==> src/fbc_pkg.sv <==
/*
  Constants, codes and state types for the fault memory and blink-code
  readout block. Assumes a single 50 MHz clock and that all times are
  measured on a 1 ms tick made from that clock.
*/
// Overview of operation
// - A detected fault out of limits lights the fault lamp and is stored in fault memory.
// - A stored code clears itself once its fault has stayed away long enough; the lamp goes off once no code is stored.
// - Each stored fault is held as a two-digit decimal code.
// - Every gap between key transitions must be under 2.5 s, or no readout starts.
// - Each code flashes a tens group of 2 to 6 blinks, a pause, then a units group of 1 to 6.
// - Stored codes may come out in any order.
// - Code 61 is the last code of every readout not abandoned by key off.
// - With nothing stored, only code 61 is flashed, straight away.
// - Loss of supply (reset) erases all codes and leaves the lamp off until a new fault or a readout request.
// - Mixture and adaption codes 31, 33, 34 are detected only after a long engine run.
// - Throttle position sensor open, shorted to ground or to battery all give code 22.
// - An implausible throttle position sensor signal is never reported.
package fbc_pkg;

  localparam int unsigned CLOCK_HZ = 50_000_000;
  localparam int unsigned TICK_TIME_US = 1000;
  localparam int unsigned TICK_CYCLES_DFLT = (CLOCK_HZ / 1_000_000) * TICK_TIME_US;

  // All durations below are counted in 1 ms ticks
  localparam logic [11:0] KEY_GAP_MS = 12'h9C4;
  localparam logic [11:0] BLINK_ON_MS = 12'h190;
  localparam logic [11:0] BLINK_OFF_MS = 12'h190;
  localparam logic [11:0] DIGIT_PAUSE_MS = 12'h4B0;
  localparam logic [11:0] CODE_GAP_MS = 12'h9C4;
  localparam logic [11:0] HEAL_MS = 12'hBB8;
  localparam int unsigned MIX_QUAL_MS_DFLT = 600_000;

  localparam int unsigned NUM_SLOTS = 7;
  localparam logic [2:0] END_IDX = 3'h7;
  localparam logic [2:0] KEY_EDGES = 3'h5;
  localparam logic [6:0] MIX_SLOTS = 7'h70;
  localparam logic [7:0] CODE_END = 8'h61;

  typedef enum logic [2:0] {S_IDLE, S_SCAN, S_ON, S_OFF, S_PAUSE, S_GAP} fbc_mode_t;

  typedef struct packed {
    fbc_mode_t mode;
    logic [15:0] tick_cnt;
    logic tick;
    logic [19:0] run_ms;
    logic [6:0] store;
    logic [6:0] snap;
    logic [6:0][11:0] heal;
    logic key_prev;
    logic [2:0] key_count;
    logic [11:0] gap_ms;
    logic [11:0] timer;
    logic [2:0] idx;
    logic [7:0] cur;
    logic [3:0] left;
    logic units;
    logic lamp;
    logic active;
  } fbc_state_t;

endpackage

==> src/fbc_reporter.sv <==
/*
  Fault memory and blink-code readout. Stores two-digit codes from the
  fault detectors, heals them when faults go away, detects the key-switch
  request and flashes the codes on the fault lamp, ending with 61.
  Assumes detector and key inputs are synchronous to i_clock and that a
  supply loss reaches this block as i_rst.
*/
`timescale 1ns/100ps
`default_nettype none

module fbc_reporter
  import fbc_pkg::*;
#(
  parameter int unsigned TICK_CYCLES = TICK_CYCLES_DFLT,
  parameter int unsigned MIX_QUAL_MS = MIX_QUAL_MS_DFLT
)
(
  // Clock and reset
  input wire logic i_clock,
  input wire logic i_rst,
  // Key switch and engine state
  input wire logic i_key_on,
  input wire logic i_engine_running,
  // Fault detectors
  input wire logic i_loss_sync,
  input wire logic i_tps_open_gnd,
  input wire logic i_tps_short_bat,
  input wire logic i_controller_defect,
  input wire logic i_speed_sensor_fault,
  input wire logic i_too_lean,
  input wire logic i_mix_upper_limit,
  input wire logic i_adapt_limit,
  // Lamp and status
  output logic o_fault_indicator_lamp,
  output logic o_readout_active,
  output logic [6:0] o_stored_codes
);

  // Slot to code, tens digit in the high nibble
  function automatic logic [7:0] code_of(input logic [2:0] idx);
    logic [7:0] c;
    c = CODE_END;
    unique case (idx)
      3'h0: c = 8'h21;
      3'h1: c = 8'h22;
      3'h2: c = 8'h23;
      3'h3: c = 8'h24;
      3'h4: c = 8'h31;
      3'h5: c = 8'h33;
      3'h6: c = 8'h34;
      3'h7: c = CODE_END;
    endcase
    return c;
  endfunction

  fbc_state_t st;
  fbc_state_t nx;
  logic [6:0] faults;
  logic mix_ok;
  logic [2:0] cnt;
  logic [7:0] code_sel;

  always_comb
  begin
    nx = st;
    faults = '0;
    cnt = st.key_count;
    code_sel = code_of(st.idx);
    mix_ok = (st.run_ms >= 20'(MIX_QUAL_MS));
    // Free-running timebase
    nx.tick = 1'b0;
    if (st.tick_cnt == 16'(TICK_CYCLES - 1))
    begin
      nx.tick_cnt = '0;
      nx.tick = 1'b1;
    end
    else
    begin
      nx.tick_cnt = st.tick_cnt + 16'h0001;
    end
    if (!i_engine_running)
    begin
      nx.run_ms = '0;
    end
    else if (st.tick && !mix_ok)
    begin
      nx.run_ms = st.run_ms + 20'h00001;
    end

    // Implausible sensor signal has no input: never reported
    faults[0] = i_loss_sync;
    faults[1] = i_tps_open_gnd | i_tps_short_bat;
    faults[2] = i_controller_defect;
    faults[3] = i_speed_sensor_fault;
    faults[4] = i_too_lean;
    faults[5] = i_mix_upper_limit;
    faults[6] = i_adapt_limit;
    // Mixture detectors settle slowly, so gate them on run time
    faults = faults & (mix_ok ? 7'h7F : ~MIX_SLOTS);

    for (int k = 0; k < NUM_SLOTS; k++)
    begin
      if (faults[k])
      begin
        nx.store[k] = 1'b1;
        nx.heal[k] = '0;
      end
      else if (st.store[k])
      begin
        if (st.heal[k] == HEAL_MS)
        begin
          nx.store[k] = 1'b0;
          nx.heal[k] = '0;
        end
        else if (st.tick)
        begin
          nx.heal[k] = st.heal[k] + 12'h001;
        end
      end
    end

    // Readout sequencer
    if (st.tick && st.timer != '0)
    begin
      nx.timer = st.timer - 12'h001;
    end
    unique case (st.mode)
      S_IDLE:
      begin
        nx.idx = '0;
      end
      S_SCAN:
      begin
        if (st.idx == END_IDX || st.snap[st.idx])
        begin
          // First stored slot wins; order is slot order, which is also ascending numeric
          nx.cur = code_sel;
          nx.left = code_sel[7:4];
          nx.units = 1'b0;
          nx.timer = BLINK_ON_MS;
          nx.mode = S_ON;
        end
        else
        begin
          nx.idx = st.idx + 3'h1;
        end
      end
      S_ON:
      begin
        if (st.timer == '0)
        begin
          nx.left = st.left - 4'h1;
          nx.timer = BLINK_OFF_MS;
          nx.mode = S_OFF;
        end
      end
      S_OFF:
      begin
        if (st.timer == '0)
        begin
          if (st.left != '0)
          begin
            nx.timer = BLINK_ON_MS;
            nx.mode = S_ON;
          end
          else if (!st.units)
          begin
            nx.units = 1'b1;
            nx.left = st.cur[3:0];
            nx.timer = DIGIT_PAUSE_MS;
            nx.mode = S_PAUSE;
          end
          else
          begin
            nx.timer = CODE_GAP_MS;
            nx.mode = S_GAP;
          end
        end
      end
      S_PAUSE:
      begin
        if (st.timer == '0)
        begin
          nx.timer = BLINK_ON_MS;
          nx.mode = S_ON;
        end
      end
      S_GAP:
      begin
        if (st.timer == '0)
        begin
          if (st.idx == END_IDX)
          begin
            nx.mode = S_IDLE;
          end
          else
          begin
            nx.idx = st.idx + 3'h1;
            nx.mode = S_SCAN;
          end
        end
      end
    endcase

    // Key request detector
    nx.key_prev = i_key_on;
    if (st.tick && st.gap_ms != 12'hFFF)
    begin
      nx.gap_ms = st.gap_ms + 12'h001;
    end
    if (i_key_on != st.key_prev)
    begin
      nx.gap_ms = '0;
      if (st.key_count == '0 || st.gap_ms >= KEY_GAP_MS)
      begin
        cnt = i_key_on ? 3'h1 : 3'h0;
      end
      else
      begin
        cnt = st.key_count + 3'h1;
      end
      if (st.mode != S_IDLE)
      begin
        cnt = '0;
        // Key off mid-readout abandons it
        if (!i_key_on)
        begin
          nx.mode = S_IDLE;
        end
      end
      else if (cnt == KEY_EDGES)
      begin
        cnt = '0;
        nx.snap = st.store;
        nx.idx = '0;
        nx.mode = S_SCAN;
      end
      nx.key_count = cnt;
    end

    nx.lamp = (nx.mode == S_IDLE) ? |nx.store : (nx.mode == S_ON);
    nx.active = (nx.mode != S_IDLE);
  end

  // Supply loss clears the whole memory
  always_ff @(posedge i_clock or posedge i_rst)
  begin
    if (i_rst)
    begin
      st <= '0;
    end
    else
    begin
      st <= nx;
    end
  end

  assign o_fault_indicator_lamp = st.lamp;
  assign o_readout_active = st.active;
  assign o_stored_codes = st.store;

  a_fault_records: assert property (
    @(posedge i_clock) disable iff (i_rst)
    i_loss_sync |=> st.store[0] ##1 (st.mode != S_IDLE || o_fault_indicator_lamp))
    else $error("sync loss not stored or lamp dark");

  a_heal_clears: assert property (
    @(posedge i_clock) disable iff (i_rst)
    $fell(st.store[0]) |-> $past(st.heal[0]) == HEAL_MS && !$past(i_loss_sync))
    else $error("code cleared before heal time");

  a_tps_both: assert property (
    @(posedge i_clock) disable iff (i_rst)
    (i_tps_short_bat || i_tps_open_gnd) |=> st.store[1])
    else $error("throttle sensor fault not stored as 22");

  a_mix_gated: assert property (
    @(posedge i_clock) disable iff (i_rst)
    (st.run_ms < 20'(MIX_QUAL_MS) && !st.store[5]) |=> !st.store[5])
    else $error("mixture code stored before run time");

  a_start_seq: assert property (
    @(posedge i_clock) disable iff (i_rst)
    $rose(o_readout_active) |-> $past(st.key_count) == 3'h4
      && $past(st.gap_ms) < KEY_GAP_MS && $past(i_key_on))
    else $error("readout started without valid key sequence");

  a_digit_range: assert property (
    @(posedge i_clock) disable iff (i_rst)
    (st.mode == S_ON) |-> st.cur[7:4] >= 4'h2 && st.cur[7:4] <= 4'h6
      && st.cur[3:0] >= 4'h1 && st.cur[3:0] <= 4'h6)
    else $error("code digit out of range");

  a_end_code: assert property (
    @(posedge i_clock) disable iff (i_rst)
    (st.mode == S_GAP && i_key_on && st.key_prev ##1 st.mode == S_IDLE)
      |-> $past(st.cur) == CODE_END)
    else $error("readout ended without code 61");

  a_empty_end: assert property (
    @(posedge i_clock) disable iff (i_rst)
    (st.mode == S_SCAN && st.idx == 3'h0 && st.snap == '0 && i_key_on)
      |-> ##[1:10] st.mode == S_ON && st.cur == CODE_END)
    else $error("empty memory did not flash 61 at once");

  a_tick_period: assert property (
    @(posedge i_clock) disable iff (i_rst)
    st.tick |-> st.tick_cnt == 16'h0000 ##1 !st.tick)
    else $error("timebase tick malformed");

endmodule

`default_nettype wire

==> config.mk <==
export PLATFORM = sky130hd
export DESIGN_NAME = fbc_reporter
export DESIGN_NICKNAME = d
export VERILOG_FILES = /design/src/fbc_pkg.sv /design/src/fbc_reporter.sv
export SDC_FILE = /design/constraint.sdc
export NUM_CORES = 1
export LEC_CHECK = 0
export ABC_AREA = 1
export BUFFER_PORTS_ARGS = -buffer_cell sky130_fd_sc_hd__buf_4
export CORE_MARGIN = 2
export CORE_UTILIZATION = 68
export CTS_CLUSTER_SIZE = 24
export DETAILED_ROUTE_END_ITERATION = 10
export PLACE_DENSITY = 0.91
export SKIP_CTS_REPAIR_TIMING = 1
export SLEW_MARGIN = 15
export SYNTH_ARGS = -nofsm -noshare
export SYNTH_HDL_FRONTEND = slang
export SYNTH_SLANG_ARGS = --single-unit
==> constraint.sdc <==
create_clock -name i_clock -period 8.65 [get_ports i_clock]
set_clock_uncertainty 0.05 [all_clocks]
set_input_delay 0.865 -clock i_clock [delete_from_list [all_inputs] [get_ports i_clock]]
set_output_delay 0.865 -clock i_clock [all_outputs]
set_load 0.01 [all_outputs]
==> results of run 1 <==
registers in the layout (all words and copies together), names as in the netlist:
register / count
st: 170
o_stored_codes: 7
o_fault_indicator_lamp: 1
o_readout_active: 1
synthesized netlist by cell type, types with 4 or more instances:
master      n  area, um^2
a21boi_0    4        30.0
a21oi_1    90         450
a22oi_1     5        37.5
a31oi_1     6        37.5
and3_1      8        50.1
buf_2       5        25.0
buf_4      10        75.1
dfrtp_1   179        4480
ha_1       31         388
inv_1     196         736
inv_2      12        45.0
nand2_1   251         942
nand2_2    12        75.1
nand2_4     6        67.6
nand3_1    85         425
nand4_1    28         175
nor2_1    169         634
nor2_2     10        62.6
nor2_4      5        56.3
nor3_1     55         275
nor3_2      4        40.0
nor3b_1     4        30.0
nor4_1      4        25.0
o21a_1      9        67.6
o21ai_0    71         355
o21ai_1    14        70.1
xnor2_1     6        52.6
xor2_1     28         245
worst max-delay path: stages, from the launching register on:
cell and delay (ns):
dfrtp_1 0.40, inv_1 0.11, ha_1 0.19, nand2_1 0.06
nor3_1 0.31, o21ai_0 0.12, nand2_1 0.50, inv_1 0.19
nor3_1 0.19, nor3_1 0.07
logic make-up after synthesis:
group / count (synthesis)
AND/OR/NAND/NOR: 657
buffers and inverters: 231
AO/OA/AOI/OAI: 219
flip-flops: 179
XOR/XNOR: 34
adder cells (fa/ha/maj): 31
report_power, final:
part / switching, mW / internal, mW / total (mW)
sequential: 0.0238 / 0.870 / 0.894
combinational: 0.195 / 0.0919 / 0.287
clock: 0.340 / 0.458 / 0.798
through the flow:
step / instances / area, um^2
5_1_grt: 1572 / 11200
3_3_place_gp: 1540 / 10600
2_1_floorplan: 1351 / 10300
3_5_place_dp: 1540 / 10600
4_1_cts: 1572 / 11200
6_report: 1572 / 11200
per-layer routing:
metal	vias to the layer above	wire length, um	part of all wire, %	GRT usage, %
li1	4423	-	-	-
met1	4187	9320	43	36.3
met2	255	11100	51	48.9
met3	32	1090	5.0	5.78
met4	0	344	1.6	9.95
met5	-	0	0	0
worst paths after layout:
check,startpoint,end,slack (ns),cells past startpoint
min in group asynchronous,i_rst,st[55],0.61,2
max reg2reg,st[118],st[121],6.34,9
max in group asynchronous,i_rst,st[41],6.52,3
min reg2reg,st[165],st[165],0.41,1
max,st[118],st[121],6.34,9
min,st[165],st[165],0.41,1
area by class of cell:
cell class / instances / area (um^2)
fillers: 1059 / 3860
clock inverters: 14 / 174
inverters: 211 / 802
multi-input cells: 941 / 4900
flip-flops and latches: 179 / 4480
repair buffers: 21 / 158
well taps: 188 / 235
clock buffers: 18 / 429
==> results.yml, run 1 <==
setup_path:
  worstSetupPathType: "register to register"
  end_kind: "register"
  cp.required_ns: 8.92
  critPathLaunchType: "register"
  cp_max_fo: 21
  critPathArrivalTime_ns: 2.58
cells_and_area:
  final_util_pct: 74.3
  final_common_cell: "nand2_1"
  layout.nets: 1414
  syn_to_final_growth_pct: 8.21
  final_cell_mix: "nand2_1, inv_1, dfrtp_1"
  drive_gt1_share_pct: 8.45
  antennaDiodeCount: 0
global_route:
  grt_max_degree: 114
  antenna_found_initial: 0
  overflow: 0
  grt_usage_pct: 28.5
  grt_pass1_wl_um: 37800
  grt_pass1_vias: 8598
sta:
  finalWorstSetupSlack_ns: 6.34
  rsz0062_at_grt: "no"
  hold_viol_final: 0
  post-route-min-period_ns: 2.31
  fmax_ghz: 0.433
  finalMaxSlewViolations: 0
  worstMarginPinSlew_ns: 0.972
  worst_slew_margin_rel_pct: 35.2
  whs_ns: 0.415
  setup_viol: 0
  finalCritPeriodShare_pct: 26.7
  setup-tns-final_ns: 0
synthesis:
  yosys.area_share.adder_pct: 3.76
  synth-main-ff-cell: "dfrtp_1"
  netlist_instances: 1351
  synth_top_family_by_area: "simple AND/OR/NAND/NOR gates"
  ys_ff_latch: 179
  yosysSeqAreaShare_pct: 43.4
  syn_area_mm2: 0.0103
  yosys.cell_types.count: 55
  synthesis.nets: 1394
  synthMuxAreaShare_pct: 0
  synth_compound_area_share_pct: 11.8
  synth-edff-count: 0
  synthArstFlopShare_pct: 100
  synth_area_per_cell_um2: 7.65
  synthSimpleGateAreaFrac_pct: 29.0
  synth-xor-area-share_pct: 2.88
  yosys_warnings: 0
floorplanning:
  start_util_pct: 68.7
  die_w_um: 127
  chipHeight_um: 127
  rows: 45
  dieArea_mm2: 0.0162
  top_level_ports: 21
  coreArea_mm2: 0.0150
clocking:
  clkLatencyLatePin_ns: 0.43
  cts_made_buffers: 17
  htreeDepth: 4
  clock-sinks: 179
  cts.root.buffer_cell: "clkbuf_16"
  cts_tree: "built"
  cts_max_path_buffers: 2
  cts.clk_slew.worst_paths_ns: 0.07
pwr:
  ir_drop_mv: 0.162
  fin_total_pwr_mw: 1.98
  pwr_density_cell_mw_per_mm2: 177
  p_leak_nw: 5.32
detailed_routing:
  drc_errors: 0
  vias: 8897
  drt-total-wl_um: 21900
  drt_iter0_markers: 612
  avgViaCountPerCell: 5.66
  wire_per_inst_um: 13.9
  postRouteAntennaNets: 0
  drtPass1Iterations: 6
place:
  portBuffers: 20
  post-dp-hpwl_um: 15100
  gp_routability_congestion: 0.908
  pre_cts_ws_ns: 5.96
run_status:
  outcome: "completed"
run:
  drv_cap: 0
hold_path:
  min_path_type: "register to register"
Power figures use the tool's default switching activity.
==> run 2: changes to the inputs <==
--- a/config.mk
+++ b/config.mk
@@ -8,10 +8,10 @@
 export ABC_AREA = 1
 export BUFFER_PORTS_ARGS = -buffer_cell sky130_fd_sc_hd__buf_4
 export CORE_MARGIN = 2
-export CORE_UTILIZATION = 68
+export CORE_UTILIZATION = 57
 export CTS_CLUSTER_SIZE = 24
 export DETAILED_ROUTE_END_ITERATION = 10
-export PLACE_DENSITY = 0.91
+export PLACE_DENSITY = 0.82
 export SKIP_CTS_REPAIR_TIMING = 1
 export SLEW_MARGIN = 15
 export SYNTH_ARGS = -nofsm -noshare
==> constraint.sdc (replaced) <==
create_clock -name i_clock -period 2.1 [get_ports i_clock]
set_clock_uncertainty 0.05 [all_clocks]
set_input_delay 0.21 -clock i_clock [delete_from_list [all_inputs] [get_ports i_clock]]
set_output_delay 0.21 -clock i_clock [all_outputs]
set_load 0.01 [all_outputs]
==> run 2 against run 1 <==
Compared with the run above: sequential power grew to 4.1 times the previous value; register-to-register slack lost 6.2 ns; sequential share of layout area shrank 1.0 points; utilization shrank 10 points; setup slack lost 6.2 ns; hold slack lost 0.40 ns; combinational power grew to 4.2 times the previous value; wire length shrank 3.3%; power grew to 4.1 times the previous value.
==> results.yml, run 2 (synthesis gave the netlist of run 1 again) <==
pwr:
  ir_drop_mv: 0.654
  p_comb_share_pct: 14.6
  power.switching_mw: 2.39
  swShare_pct: 29.2
  share_seq_of_total_power_pct: 44.8
  pwr_density_cell_mw_per_mm2: 714
  pwr-share-clk_pct: 40.6
  p_int_mw: 5.81
  p_leak_nw: 5.44
  fin_total_pwr_mw: 8.20
clocking:
  cts_made_buffers: 17
  cts.clk_slew.worst_paths_ns: 0.08
  cts_max_path_buffers: 2
  cts.root.buffer_cell: "clkbuf_16"
  clkLatencyLatePin_ns: 0.44
  clock-sinks: 179
  cts_tree: "built"
  htreeDepth: 4
detailed_routing:
  wire_per_inst_um: 12.9
  drtPass1Iterations: 6
  vias: 8816
  drt-total-wl_um: 21100
  drt_iter0_markers: 571
  drc_errors: 0
  avgViaCountPerCell: 5.39
  postRouteAntennaNets: 0
setup_path:
  path_cells: "inv_1 -> ha_1 -> nand2_1 -> nor2_2 -> nand3_2 -> nand2_1 -> nand2_1 -> inv_2 -> nor2_4 -> inv_4 -> buf_4 -> nand4_1 -> o21ai_0"
  max_stage_delay_ns: 0.38
  critPathArrivalTime_ns: 2.27
  end_kind: "register"
  cp_max_fo: 9
  critPathTopFamily: "simple AND/OR/NAND/NOR gates"
  critPathBufInv: 4
  cp.required_ns: 2.37
  worst_path_max_delay_cell: "dfrtp_1"
  cpMostUsedCell: "nand2_1"
  worstSetupPathType: "register to register"
  critPathLaunchType: "register"
place:
  post-dp-hpwl_um: 15000
  gp_routability_congestion: 0.966
  dp.cells: 1598
  post_dp_cell_area_mm2: 0.0108
  pre_cts_ws_ns: 0.0847
  portBuffers: 20
run:
  drv_cap: 0
cells_and_area:
  antennaDiodeCount: 0
  top_register: "st"
  final_common_cell: "nand2_1"
  largest_reg_flops: 170
  drive_gt1_share_pct: 10.1
  final_util_pct: 64.3
  fin_cells: 1636
  regArea_mm2: 0.00448
  fillCellCount: 1493
  layout.nets: 1437
  final_cell_mix: "nand2_1, inv_1, dfrtp_1"
  syn_to_final_growth_pct: 11.1
  fin_area_mm2: 0.0115
  multi_input_area_mm2: 0.00492
run_status:
  outcome: "completed"
sta:
  worst_slew_margin_rel_pct: 68.0
  post-route-min-period_ns: 1.99
  setup_viol: 0
  worstMarginPinSlew_ns: 0.478
  finalMaxSlewViolations: 0
  finalWorstSetupSlack_ns: 0.108
  setup-tns-final_ns: 0
  whs_ns: 0.0138
  fmax_ghz: 0.502
  hold_viol_final: 0
  finalCritPeriodShare_pct: 94.9
global_route:
  antenna_found_initial: 0
  grt_pass1_vias: 8672
  grt_pass1_wl_um: 37700
  grt_usage_pct: 23.1
  grt_max_degree: 66
  overflow: 0
floorplanning:
  rows: 49
  dieArea_mm2: 0.0192
  chipHeight_um: 139
  top_level_ports: 21
  die_w_um: 139
  coreArea_mm2: 0.0178
  start_util_pct: 57.9
hold_path:
  min_path_type: "input port to register"
==> run 2: worst min-delay path, stage by stage <==
cell      delay, ns
buf_4          0.10
a21boi_0       0.10
inv_1          0.05
==> run 2: final cells by class <==
| class | count | share of cell area (%) |
|---|---|---|
| multi-input combinational | 941 | 42.9 |
| inverter | 211 | 6.98 |
| tap | 229 | 2.50 |
| clock buffer | 18 | 3.74 |
| timing repair buffer | 44 | 3.29 |
| sequential | 179 | 39.0 |
| clock inverter | 14 | 1.59 |
==> run 2: power groups by stage <==
| stage | clock network, mW | registers [mW] | logic [mW] |
|---|---|---|---|
| global route | 3.51 | 3.69 | 1.38 |
| CTS | 3.39 | 3.67 | 1.17 |
| global placement | 0 | 3.73 | 1.13 |
| detailed placement | 0 | 3.74 | 1.15 |
| finish | 3.33 | 3.67 | 1.20 |
| floorplan | 0 | 3.73 | 0.869 |
==> run 2: final timing paths <==
| path | startpoint | to | slack, ns | cells after the start |
|---|---|---|---|---|
| min reg2reg | st[165] | st[165] | 0.42 | 1 |
| max reg2reg | st[70] | st[71] | 0.11 | 13 |
| min in group asynchronous | i_rst | st[148] | 0.40 | 4 |
| min | i_too_lean | o_stored_codes[4] | 0.01 | 3 |
| max in group asynchronous | i_rst | st[15] | 1.26 | 4 |
| max | st[70] | st[71] | 0.11 | 13 |
==> run 2: metal layers <==
| layer | up-vias | GRT usage, % | part of all wire (%) |
|---|---|---|---|
| met5 | - | 0 | 0 |
| met4 | 0 | 6.91 | 1.4 |
| met3 | 28 | 4.59 | 3.5 |
| met2 | 182 | 39.5 | 48 |
| met1 | 4140 | 30.1 | 47 |
| li1 | 4466 | - | - |
